==> src/common/csrs_pkg.sv <==
// constants and encoders for the store, recall and status block
package csrs_pkg;
    // register byte offsets
    localparam logic [7:0] OFF_CFG0 = 8'h00;
    localparam logic [7:0] OFF_CFG1 = 8'h04;
    localparam logic [7:0] OFF_CMD = 8'h08;
    localparam logic [7:0] OFF_PARAM = 8'h0C;
    localparam logic [7:0] OFF_STAT0 = 8'h10;
    localparam logic [7:0] OFF_STAT1 = 8'h14;
    localparam logic [7:0] OFF_STAT2 = 8'h18;
    // command word layout and opcodes
    localparam int OP_W = 4;
    localparam int SLOT_W = 8;
    localparam int SIDX_W = 5;
    localparam int CMD_OP_LSB = 0;
    localparam int CMD_SLOT_LSB = 8;
    localparam int CMD_TERM_BIT = 16;
    localparam logic [3:0] OP_SUFFIX = 4'h0;
    localparam logic [3:0] OP_SAVE = 4'h1;
    localparam logic [3:0] OP_RECALL = 4'h2;
    localparam logic [3:0] OP_PRESET = 4'h3;
    localparam int SLOT_MAX = 20;
    localparam logic [7:0] SAVE_MIN = 8'h01;
    localparam logic [7:0] SLOT_TOP = 8'h14;
    // parameter check word: kind on top, value below
    localparam int KIND_W = 4;
    localparam int PAR_KIND_LSB = 28;
    localparam int PAR_VAL_W = 28;
    localparam logic [3:0] K_PKDLY_B = 4'h0;
    localparam logic [3:0] K_PKTRG_A = 4'h1;
    localparam logic [3:0] K_PKTRG_B = 4'h2;
    localparam logic [3:0] K_SMEM = 4'h3;
    localparam logic [3:0] K_SETTLE = 4'h4;
    localparam logic [3:0] K_DUTY = 4'h5;
    localparam logic [3:0] K_FREQ = 4'h6;
    localparam logic [3:0] K_RES = 4'h7;
    localparam logic [27:0] PKDLY_MAX = 28'h00FFFFF;
    localparam logic [27:0] PKTRG_MAX = 28'h0000FFF;
    localparam logic [26:0] SMEM_MAX = 27'h000FFFF;
    localparam logic [27:0] SETTLE_MIN = 28'h000000A;
    localparam logic [27:0] SETTLE_MAX = 28'h0002710;
    localparam logic [27:0] DUTY_MIN = 28'h0000001;
    localparam logic [27:0] DUTY_MAX = 28'h001869F;
    localparam logic [27:0] FREQ_MAX = 28'h00186A0;
    localparam logic [27:0] RES_MAX = 28'h0000003;
    // error codes, two decimal digits
    localparam logic [7:0] ERR_NONE = 8'h00;
    localparam logic [7:0] ERR_RECALL = 8'h54;
    localparam logic [7:0] ERR_STORE = 8'h55;
    localparam logic [7:0] ERR_PKDLY_B = 8'h73;
    localparam logic [7:0] ERR_PKTRG_A = 8'h74;
    localparam logic [7:0] ERR_PKTRG_B = 8'h75;
    localparam logic [7:0] ERR_SMEM = 8'h76;
    localparam logic [7:0] ERR_NOSENS_A = 8'h77;
    localparam logic [7:0] ERR_NOSENS_B = 8'h78;
    localparam logic [7:0] ERR_SETTLE = 8'h79;
    localparam logic [7:0] ERR_DUTY = 8'h81;
    localparam logic [7:0] ERR_FREQ = 8'h82;
    localparam logic [7:0] ERR_RES = 8'h85;
    localparam logic [7:0] ERR_DATA = 8'h90;
    localparam logic [7:0] ERR_CODE = 8'h91;
    // configuration word 0 fields
    localparam int MODE_W = 5;
    localparam int RNG_W = 3;
    localparam int FIL_W = 4;
    localparam int TWO_W = 2;
    localparam int CF_MODE_LSB = 0;
    localparam int CF_RA_LSB = 5;
    localparam int CF_RA_AUTO = 8;
    localparam int CF_RB_LSB = 9;
    localparam int CF_RB_AUTO = 12;
    localparam int CF_FA_LSB = 13;
    localparam int CF_FA_AUTO = 17;
    localparam int CF_FB_LSB = 18;
    localparam int CF_FB_AUTO = 22;
    localparam int CF_UNIT_LSB = 23;
    localparam int CF_CHAN = 25;
    localparam int CF_CAL = 26;
    localparam int CF_REL = 27;
    localparam int CF_HOLD = 28;
    localparam int CF_GT_LSB = 29;
    localparam int CF_LIMCHK = 31;
    // configuration word 1 fields
    localparam int C1_W = 6;
    localparam int C1_OFS = 0;
    localparam int C1_DUTY = 1;
    localparam int C1_LT_LSB = 2;
    localparam int C1_LB_LSB = 4;
    localparam int CFG_W = 38;
    // limits of configuration fields and preset values
    localparam logic [4:0] MODE_MAX = 5'h0D;
    localparam logic [2:0] RANGE_MAX = 3'h5;
    localparam logic [3:0] FILT_MAX = 4'h9;
    localparam logic [1:0] TWO_BAD = 2'h3;
    localparam logic [31:0] CFG0_RST = 32'h00421320;
    localparam logic [5:0] CFG1_RST = 6'h00;
    localparam logic [3:0] CHAN_A = 4'hA;
    localparam logic [3:0] CHAN_B = 4'hB;

    // value below 20 as two decimal digits
    function automatic logic [7:0] two_dig(input logic [4:0] v);
        logic [4:0] lo;
        lo = (v >= 5'h0A) ? v - 5'h0A : v;
        two_dig = {3'h0, (v >= 5'h0A), lo[3:0]};
    endfunction : two_dig

    // mode index to status code
    function automatic logic [7:0] mode_code(input logic [4:0] idx);
        case (idx)
            5'h0C: mode_code = 8'h20;
            5'h0D: mode_code = 8'h21;
            default: mode_code = two_dig(idx);
        endcase
    endfunction : mode_code
endpackage : csrs_pkg

==> src/core/csrs_top.sv <==
// bus slave with configuration slots, parameter checks and status
`timescale 1ns/1ps
module csrs_top
    import csrs_pkg::*;
(
    // clock and reset
    input wire logic I_MCLK,
    input wire logic I_RESET_N,
    // ahb-lite slave
    input wire logic I_HSEL,
    input wire logic [31:0] I_HADDR,
    input wire logic [1:0] I_HTRANS,
    input wire logic I_HWRITE,
    input wire logic [2:0] I_HSIZE,
    input wire logic [31:0] I_HWDATA,
    input wire logic I_HREADY,
    output logic O_HREADYOUT,
    output logic [31:0] O_HRDATA,
    output logic O_HRESP,
    // sensor presence
    input wire logic I_SENS_A_PRESENT,
    input wire logic I_SENS_B_PRESENT
);

    logic rst_s1_r;
    logic rst_n;
    logic acc;
    logic acc_ok;
    logic wr_pend_r;
    logic [7:0] wr_addr_r;
    logic wr_cfg0;
    logic wr_cfg1;
    logic wr_cmd;
    logic wr_param;
    logic rd_stat0;
    logic [31:0] rd_data;
    logic [31:0] cfg0_r;
    logic [C1_W-1:0] cfg1_r;
    logic [CFG_W-1:0] cfg_word;
    logic [CFG_W-1:0] slot_mem_r [0:SLOT_MAX];
    logic [CFG_W-1:0] rc_word;
    logic [OP_W-1:0] pend_op_r;
    logic [SLOT_W-1:0] pend_slot_r;
    logic [OP_W-1:0] cmd_op;
    logic [SLOT_W-1:0] cmd_slot;
    logic cmd_term;
    logic [OP_W-1:0] ex_op;
    logic [SLOT_W-1:0] ex_slot;
    logic [SIDX_W-1:0] ex_idx;
    logic do_save;
    logic do_recall;
    logic do_preset;
    logic [KIND_W-1:0] par_kind;
    logic [PAR_VAL_W-1:0] par_val;
    logic cfg0_bad;
    logic cfg1_bad;
    logic err_set;
    logic [7:0] err_code;
    logic [7:0] err_r;
    logic [31:0] st0;
    logic [31:0] st1;
    logic [31:0] st2;

    // reset release through two flops
    always_ff @(posedge I_MCLK or negedge I_RESET_N) begin
        if (!I_RESET_N) begin
            rst_s1_r <= 1'b0;
            rst_n <= 1'b0;
        end else begin
            rst_s1_r <= 1'b1;
            rst_n <= rst_s1_r;
        end
    end

    // address phase decode
    assign acc = I_HSEL & I_HREADY & I_HTRANS[1];
    assign acc_ok = (I_HADDR[31:8] == 24'h000000) & (I_HSIZE == 3'h2);
    assign rd_stat0 = acc & ~I_HWRITE & acc_ok
        & (I_HADDR[7:0] == OFF_STAT0);

    // write data phase strobes, one per writable register
    assign wr_cfg0 = wr_pend_r & (wr_addr_r == OFF_CFG0);
    assign wr_cfg1 = wr_pend_r & (wr_addr_r == OFF_CFG1);
    assign wr_cmd = wr_pend_r & (wr_addr_r == OFF_CMD);
    assign wr_param = wr_pend_r & (wr_addr_r == OFF_PARAM);

    // write capture and one wait state so writes land before next read
    always_ff @(posedge I_MCLK or negedge rst_n) begin
        if (!rst_n) begin
            wr_pend_r <= 1'b0;
            wr_addr_r <= 8'h00;
            O_HREADYOUT <= 1'b1;
        end else begin
            wr_pend_r <= acc & I_HWRITE & acc_ok;
            wr_addr_r <= I_HADDR[7:0];
            O_HREADYOUT <= ~(acc & I_HWRITE);
        end
    end

    // read mux, unmapped addresses read zero
    always_comb begin
        rd_data = 32'h00000000;
        if (acc_ok) begin
            case (I_HADDR[7:0])
                OFF_CFG0: rd_data = cfg0_r;
                OFF_CFG1: rd_data = {26'h0000000, cfg1_r};
                OFF_CMD: rd_data = {16'h0000, pend_slot_r, 4'h0, pend_op_r};
                OFF_STAT0: rd_data = st0;
                OFF_STAT1: rd_data = st1;
                OFF_STAT2: rd_data = st2;
                default: rd_data = 32'h00000000;
            endcase
        end
    end

    // read data captured in the address phase, response always okay
    always_ff @(posedge I_MCLK or negedge rst_n) begin
        if (!rst_n) begin
            O_HRDATA <= 32'h00000000;
            O_HRESP <= 1'b0;
        end else begin
            O_HRESP <= 1'b0;
            if (acc & ~I_HWRITE) begin
                O_HRDATA <= rd_data;
            end
        end
    end

    // field checks of configuration writes
    always_comb begin
        cfg0_bad = (I_HWDATA[CF_MODE_LSB +: MODE_W] > MODE_MAX)
            | (I_HWDATA[CF_RA_LSB +: RNG_W] == 3'h0)
            | (I_HWDATA[CF_RA_LSB +: RNG_W] > RANGE_MAX)
            | (I_HWDATA[CF_RB_LSB +: RNG_W] == 3'h0)
            | (I_HWDATA[CF_RB_LSB +: RNG_W] > RANGE_MAX)
            | (I_HWDATA[CF_FA_LSB +: FIL_W] > FILT_MAX)
            | (I_HWDATA[CF_FB_LSB +: FIL_W] > FILT_MAX)
            | (I_HWDATA[CF_GT_LSB +: TWO_W] == TWO_BAD);
        cfg1_bad = (I_HWDATA[C1_LT_LSB +: TWO_W] == TWO_BAD)
            | (I_HWDATA[C1_LB_LSB +: TWO_W] == TWO_BAD);
    end

    // command decode, slot checks and parameter range checks
    always_comb begin
        cmd_op = I_HWDATA[CMD_OP_LSB +: OP_W];
        cmd_slot = I_HWDATA[CMD_SLOT_LSB +: SLOT_W];
        cmd_term = I_HWDATA[CMD_TERM_BIT];
        par_kind = I_HWDATA[PAR_KIND_LSB +: KIND_W];
        par_val = I_HWDATA[PAR_VAL_W-1:0];
        ex_op = (cmd_op == OP_SUFFIX) ? pend_op_r : cmd_op;
        ex_slot = (cmd_op == OP_SUFFIX) ? pend_slot_r : cmd_slot;
        ex_idx = ex_slot[SIDX_W-1:0];
        do_save = 1'b0;
        do_recall = 1'b0;
        do_preset = 1'b0;
        err_set = 1'b0;
        err_code = ERR_NONE;
        if (wr_cmd && (cmd_op > OP_PRESET)) begin
            err_set = 1'b1;
            err_code = ERR_CODE;
        end else if (wr_cmd && cmd_term) begin
            case (ex_op)
                OP_SAVE: begin
                    if (ex_slot >= SAVE_MIN && ex_slot <= SLOT_TOP) begin
                        do_save = 1'b1;
                    end else begin
                        err_set = 1'b1;
                        err_code = ERR_STORE;
                    end
                end
                OP_RECALL: begin
                    if (ex_slot <= SLOT_TOP) begin
                        do_recall = 1'b1;
                    end else begin
                        err_set = 1'b1;
                        err_code = ERR_RECALL;
                    end
                end
                OP_PRESET: do_preset = 1'b1;
                default: do_preset = 1'b0;
            endcase
        end
        if (wr_param) begin
            case (par_kind)
                K_PKDLY_B: begin
                    err_set = (par_val > PKDLY_MAX);
                    err_code = ERR_PKDLY_B;
                end
                K_PKTRG_A: begin
                    err_set = (par_val > PKTRG_MAX);
                    err_code = ERR_PKTRG_A;
                end
                K_PKTRG_B: begin
                    err_set = (par_val > PKTRG_MAX);
                    err_code = ERR_PKTRG_B;
                end
                K_SMEM: begin
                    // missing sensor takes precedence over data fault
                    err_set = 1'b1;
                    if (!par_val[0] && !I_SENS_A_PRESENT) begin
                        err_code = ERR_NOSENS_A;
                    end else if (par_val[0] && !I_SENS_B_PRESENT) begin
                        err_code = ERR_NOSENS_B;
                    end else begin
                        err_set = (par_val[PAR_VAL_W-1:1] > SMEM_MAX);
                        err_code = ERR_SMEM;
                    end
                end
                K_SETTLE: begin
                    err_set = (par_val < SETTLE_MIN)
                        | (par_val > SETTLE_MAX);
                    err_code = ERR_SETTLE;
                end
                K_DUTY: begin
                    err_set = (par_val < DUTY_MIN)
                        | (par_val > DUTY_MAX);
                    err_code = ERR_DUTY;
                end
                K_FREQ: begin
                    err_set = (par_val > FREQ_MAX);
                    err_code = ERR_FREQ;
                end
                K_RES: begin
                    err_set = (par_val > RES_MAX);
                    err_code = ERR_RES;
                end
                default: begin
                    err_set = 1'b1;
                    err_code = ERR_CODE;
                end
            endcase
        end
        if ((wr_cfg0 && cfg0_bad) || (wr_cfg1 && cfg1_bad)) begin
            err_set = 1'b1;
            err_code = ERR_DATA;
        end
    end

    // pending command held until its terminator
    always_ff @(posedge I_MCLK or negedge rst_n) begin
        if (!rst_n) begin
            pend_op_r <= OP_SUFFIX;
            pend_slot_r <= 8'h00;
        end else if (wr_cmd) begin
            if (cmd_term) begin
                pend_op_r <= OP_SUFFIX;
            end else if (cmd_op != OP_SUFFIX && cmd_op <= OP_PRESET) begin
                pend_op_r <= cmd_op;
                pend_slot_r <= cmd_slot;
            end
        end
    end

    assign cfg_word = {cfg1_r, cfg0_r};
    assign rc_word = slot_mem_r[ex_idx];

    // current configuration: bus writes, recall, preset
    always_ff @(posedge I_MCLK or negedge rst_n) begin
        if (!rst_n) begin
            cfg0_r <= CFG0_RST;
            cfg1_r <= CFG1_RST;
        end else if (do_recall) begin
            cfg1_r <= rc_word[CFG_W-1:32];
            cfg0_r <= rc_word[31:0];
        end else if (do_preset) begin
            cfg0_r <= CFG0_RST;
            cfg1_r <= CFG1_RST;
        end else if (wr_cfg0 && !cfg0_bad) begin
            cfg0_r <= I_HWDATA;
        end else if (wr_cfg1 && !cfg1_bad) begin
            cfg1_r <= I_HWDATA[C1_W-1:0];
        end
    end

    // storage slots; slot 0 keeps the state before a preset
    always_ff @(posedge I_MCLK or negedge rst_n) begin
        if (!rst_n) begin
            for (int i = 0; i <= SLOT_MAX; i++) begin
                slot_mem_r[i] <= {CFG1_RST, CFG0_RST};
            end
        end else if (do_save) begin
            slot_mem_r[ex_idx] <= cfg_word;
        end else if (do_preset) begin
            slot_mem_r[0] <= cfg_word;
        end
    end

    // last error, cleared by status read, new error wins
    always_ff @(posedge I_MCLK or negedge rst_n) begin
        if (!rst_n) begin
            err_r <= ERR_NONE;
        end else if (err_set) begin
            err_r <= err_code;
        end else if (rd_stat0) begin
            err_r <= ERR_NONE;
        end
    end

    // status word 0: error, mode, range a, range b
    always_comb begin
        st0[31:24] = err_r;
        st0[23:16] = mode_code(cfg0_r[CF_MODE_LSB +: MODE_W]);
        st0[15:8] = two_dig(cfg0_r[CF_RA_AUTO] ?
            {2'h0, cfg0_r[CF_RA_LSB +: RNG_W]} + 5'h0A :
            {2'h0, cfg0_r[CF_RA_LSB +: RNG_W]});
        st0[7:0] = two_dig(cfg0_r[CF_RB_AUTO] ?
            {2'h0, cfg0_r[CF_RB_LSB +: RNG_W]} + 5'h0A :
            {2'h0, cfg0_r[CF_RB_LSB +: RNG_W]});
    end

    // status word 1: filters, units, channel, calibrator, relative
    always_comb begin
        st1[31:24] = two_dig(cfg0_r[CF_FA_AUTO] ?
            {1'b0, cfg0_r[CF_FA_LSB +: FIL_W]} + 5'h0A :
            {1'b0, cfg0_r[CF_FA_LSB +: FIL_W]});
        st1[23:16] = two_dig(cfg0_r[CF_FB_AUTO] ?
            {1'b0, cfg0_r[CF_FB_LSB +: FIL_W]} + 5'h0A :
            {1'b0, cfg0_r[CF_FB_LSB +: FIL_W]});
        st1[15:12] = {3'h0, cfg0_r[CF_UNIT_LSB]};
        st1[11:8] = cfg0_r[CF_CHAN] ? CHAN_B : CHAN_A;
        st1[7:4] = {3'h0, cfg0_r[CF_CAL]};
        st1[3:0] = {3'h0, cfg0_r[CF_REL]};
    end

    // status word 2: trigger, group trigger, limits, offset, duty, units
    always_comb begin
        st2[31:28] = {3'h0, cfg0_r[CF_HOLD]};
        st2[27:24] = {2'h0, cfg0_r[CF_GT_LSB +: TWO_W]};
        st2[23:20] = {3'h0, cfg0_r[CF_LIMCHK]};
        st2[19:16] = {2'h0, cfg1_r[C1_LT_LSB +: TWO_W]};
        st2[15:12] = {2'h0, cfg1_r[C1_LB_LSB +: TWO_W]};
        st2[11:8] = {3'h0, cfg1_r[C1_OFS]};
        st2[7:4] = {3'h0, cfg1_r[C1_DUTY]};
        st2[3:0] = {2'h0, cfg0_r[CF_UNIT_LSB +: TWO_W]};
    end
endmodule : csrs_top

==> config.mk <==
export PLATFORM = sky130hd
export DESIGN_NAME = csrs_top
export DESIGN_NICKNAME = d
export VERILOG_FILES = /design/src/common/csrs_pkg.sv /design/src/core/csrs_top.sv
export SDC_FILE = /design/constraint.sdc
export NUM_CORES = 2
export LEC_CHECK = 0
export BUFFER_PORTS_ARGS = -buffer_cell sky130_fd_sc_hd__buf_2
export CORE_MARGIN = 2
export CORE_UTILIZATION = 55
export DETAILED_ROUTE_END_ITERATION = 16
export PLACE_DENSITY = 0.77
export SLEW_MARGIN = 20
export SYNTH_ARGS = -nofsm -noshare
export SYNTH_HDL_FRONTEND = slang
export SYNTH_SLANG_ARGS = --single-unit
==> constraint.sdc <==
create_clock -name I_MCLK -period 41.2 [get_ports I_MCLK]
set_input_delay 6.18 -clock I_MCLK [delete_from_list [all_inputs] [get_ports I_MCLK]]
set_output_delay 6.18 -clock I_MCLK [all_outputs]
set_load 0.02 [all_outputs]
==> summary.md <==
| Metric | Value |
|---|---|
| Status | `finished, final reports clean` |
| Routed len/inst | `27.80 µm` |
| Antenna Nets Post-Route | `0` |
| Most common cell after layout, fill and taps aside | `mux2_2` |
| Simple-gate portion of the synthesized area | `~6%` |
| Clk root buf | `clkbuf_16` |
| Drt first pass iters | `8` |
| Nets | `around 3500` |
| Resize count post-CTS | `0` |
| Syn nets | `around 3500` |
| Post-synth EDFFs | `0` |
| Synth Register Bits | `900` |
| Final Instance Count excl. Fillers | `~4500` |
| Post-route minimum period | `11.16 ns` |
| Crit path cell chain | `buf_2 -> nor4_4 -> buf_4 -> mux2_2 -> buf_4 -> o21a_1 -> nor4_4 -> nand2_1 -> nor2_4 -> buf_4 -> mux2_2` |
| Antenna violations before repair | `2` |
| Placed cell count | `4300` |
| Hold Violations, Final | `0` |
| Die area | `between 70000 and 80000 µm²` |
| Final worst path period share | `between 20% and 30%` |
| Netlist cell types | `74` |
| Setup Fix Bufs, Post-CTS | `0` |
| GP Congestion | `0.9398` |
| Crit path largest cell delay | `approximately 0.83 ns` |
| Seq/Total Area, Yosys | `between 50% and 60%` |
| Detail-routed via count per cell | `6.712` |
| Setup ws final | `approximately 30 ns` |
| Critical path arrival | `~12 ns` |
| Startpoint types | `input pin` |
| Buffers from clock root to sink, at most | `3` |
| RSZ-0062 raised after global routing | `false` |
| Commonest cells after routing, fill and taps aside | `mux2_2, dfrtp_1, nand2_1, o21ai_0, dfstp_2` |
| Final Max Tran Viols | `0` |
| Sequential cell area | `22690 µm²` |
| CP endpoint kind | `flip-flop` |
| GRT Util Overall | `a little under a third` |
| Critical path's most frequent cell | `buf_4` |
| Critical path fanouts, max | `27` |
| Skew final | `between 0.02 and 0.025 ns` |
| Setup WS pre-CTS | `roughly 30 ns` |
| Adder-Cell Fraction of Synth Area | `less than 1%` |
| Worst Tran Pin Value | `1.209 ns` |
| First-pass GRT wire length | `between 150000 and 200000 µm` |
| Synth-to-layout area growth | `9.937%` |
| Starting Density | `between 50% and 60%` |
| Peak VDD IR | `a little over 0.03 mV` |
| Overflow after GRT | `0` |
| Worst skew pair latency | `about 0.67 ns` |
| Num rows | `101` |
| Ys Warns | `0` |
| Synth Area in Compound Gates | `approximately a tenth` |
| Crit. Startpoint | `I_HWDATA[2]` |
| H-Tree Depth | `3` |
| PortBufs | `about 110` |
| PwrDens | `38.47 nW/µm²` |
| Post-synthesis mux area share | `a little over a quarter` |
| Vias in the first global route | `approximately 30000` |
| Maximum clock rate | `89.59 MHz` |
| LEAKAGE | `around 21 nW` |
| Worst-path clk slew | `0.06 ns` |
| Hpwl dp | `about 73000 µm` |
| Critical Path RT | `~42 ns` |
| Die Y | `282.1 µm` |
| Slew Limit Headroom | `between 10% and 20%` |
| Total CTS buffers | `90` |
| Total Wirelength | `roughly 120000 µm` |
| Critical path class | `in -> reg` |
| Die boundary width | `about 280 µm` |
| Multi-input logic area | `between 15000 and 20000 µm²` |
| TritonCTS clock tree | `yes` |
| Mapped cell area | `about 43000 µm²` |
| # setup viols final | `0` |
| Placeable Area | `~76000 µm²` |
| Initial DRC count | `about 3600` |
| XOR/XNOR share of the synthesized area | `less than 1%` |
| Crit-path slowest cell | `nor2_4` |
| Fillers | `around 5800` |
| # clock sinks | `900` |
| Avg Inst Size Synth | `about 12 µm²` |
| Largest net degree at the start of global routing | `around 180` |
| Cells after synthesis | `3410` |
| IO Count | `110` |
| Largest family of logic cells by synthesized area | `multiplexers` |
| DRC violations left | `0` |
| Critical R2R Launch | `wr_addr_r[5]$_DFF_PN0_` |
| Predominant post-synthesis flop cell | `dfrtp_1` |
| Worst hold path type | `reg -> reg` |
| Ys async rst share | `100.0%` |
| Layout cell share with drive strength beyond 1 | `around 39%` |
| Max Cap Violations | `0` |
| Final setup TNS | `0 ns` |
| Hold-fix buffers, CTS | `0` |
| Hold path startpoint | `rst_s1_r$_DFF_PN0_` |
| Vias post-DR | `roughly 30000` |
-- power breakdown --
part	switching, W	internal, W
sequential	0.00000176	0.000885
combinational	0.0000700	0.0000207
clock	0.000353	0.000468
-- synth_stat cells, types with 27 or more instances --
| cell type | n | area [µm²] |
|---|---|---|
| buf_2 | 42 | 210.2 |
| mux2_2 | 803 | 9042 |
| mux4_2 | 42 | 945.9 |
| nor2_1 | 77 | 289.0 |
| o22ai_1 | 44 | 275.3 |
| dfrtp_1 | 767 | 19190 |
| clkbuf_1 | 211 | 792.0 |
| dfstp_2 | 133 | 3495 |
| buf_4 | 54 | 405.4 |
| o21ai_0 | 143 | 715.7 |
| mux2i_1 | 113 | 1131 |
| a21oi_1 | 129 | 645.6 |
| nand2_1 | 286 | 1074 |
| a221oi_1 | 90 | 788.3 |
| nor3_1 | 27 | 135.1 |
| nand3_1 | 65 | 325.3 |
-- stage by stage --
step | power, W | hold WS, ns | utilization [%] | cell area, µm²
6_report | 0.001799 | 0.3480 | 61.38 | 46770
4_1_cts | 0.001803 | 0.3513 | 61.34 | 46740
3_5_place_dp | 0.0009912 | 0.3373 | 57.46 | 43790
5_1_grt | 0.001853 | 0.3690 | 61.38 | 46770
3_3_place_gp | 0.0009908 | 0.3316 | 57.46 | 43790
2_1_floorplan | 0.0009555 | 0.3312 | - | 42550
-- final timing paths --
kind	end	slack [ns]	cells after the start
max	slot_mem_r[504]$_DFFE_PN0P_	30.04	11
min	rst_n$_DFF_PN0_	0.35	0
max reg2reg	slot_mem_r[504]$_DFFE_PN0P_	36.25	8
min reg2reg	rst_n$_DFF_PN0_	0.35	0
max in group asynchronous	rst_n$_DFF_PN0_	35.80	1
min in group asynchronous	slot_mem_r[273]$_DFFE_PN0P_	0.43	0
-- layout make-up --
cell class | instances | share of cell area [%]
Clock inverter | 32 | 0.6233
Sequential cell | 900 | 48.52
Antenna cell | 2 | 0.01070
Multi-Input combinational cell | 2173 | 39.77
Tap cell | 1030 | 2.755
Inverter | 12 | 0.09630
Timing Repair Buffer | 186 | 2.536
Clock buffer | 135 | 5.695
-- worst max-delay path, delay by kind of cell --
family | cells | cell delay [ns]
compound gates | 1 | 0.33
buf+inv | 4 | 1.60
mux | 2 | 0.79
simple gates | 4 | 2.73
-- routing by layer --
metal / GRT usage (%) / vias up / wire [µm]
li1: - / 12500 / -
met1: 41.97 / 15550 / 49440
met2: 48.20 / 1586 / 56430
met3: 8.078 / 365 / 12770
met4: 14.46 / 0 / 5618
met5: 0 / - / 0
-- flip-flops by register name, summed over array words and instances, names as in the netlist --
register     flops
O_HRDATA        32
O_HREADYOUT      1
cfg0_r          32
cfg1_r           6
err_r            8
pend_op_r        4
pend_slot_r      8
rst_n            1
rst_s1_r         1
slot_mem_r     798
wr_addr_r        8
wr_pend_r        1
-- cells by family (layout without fill, tap and decap cells) --
kind of cell	count (synthesis)	after routing
simple gates	554	554
mux	958	958
compound gates	636	636
flops	900	900
xor+xnor	11	11
buf+inv	337	365
other cells	2	4
fa+ha+maj	12	12
(Power assumes the default switching activity.)
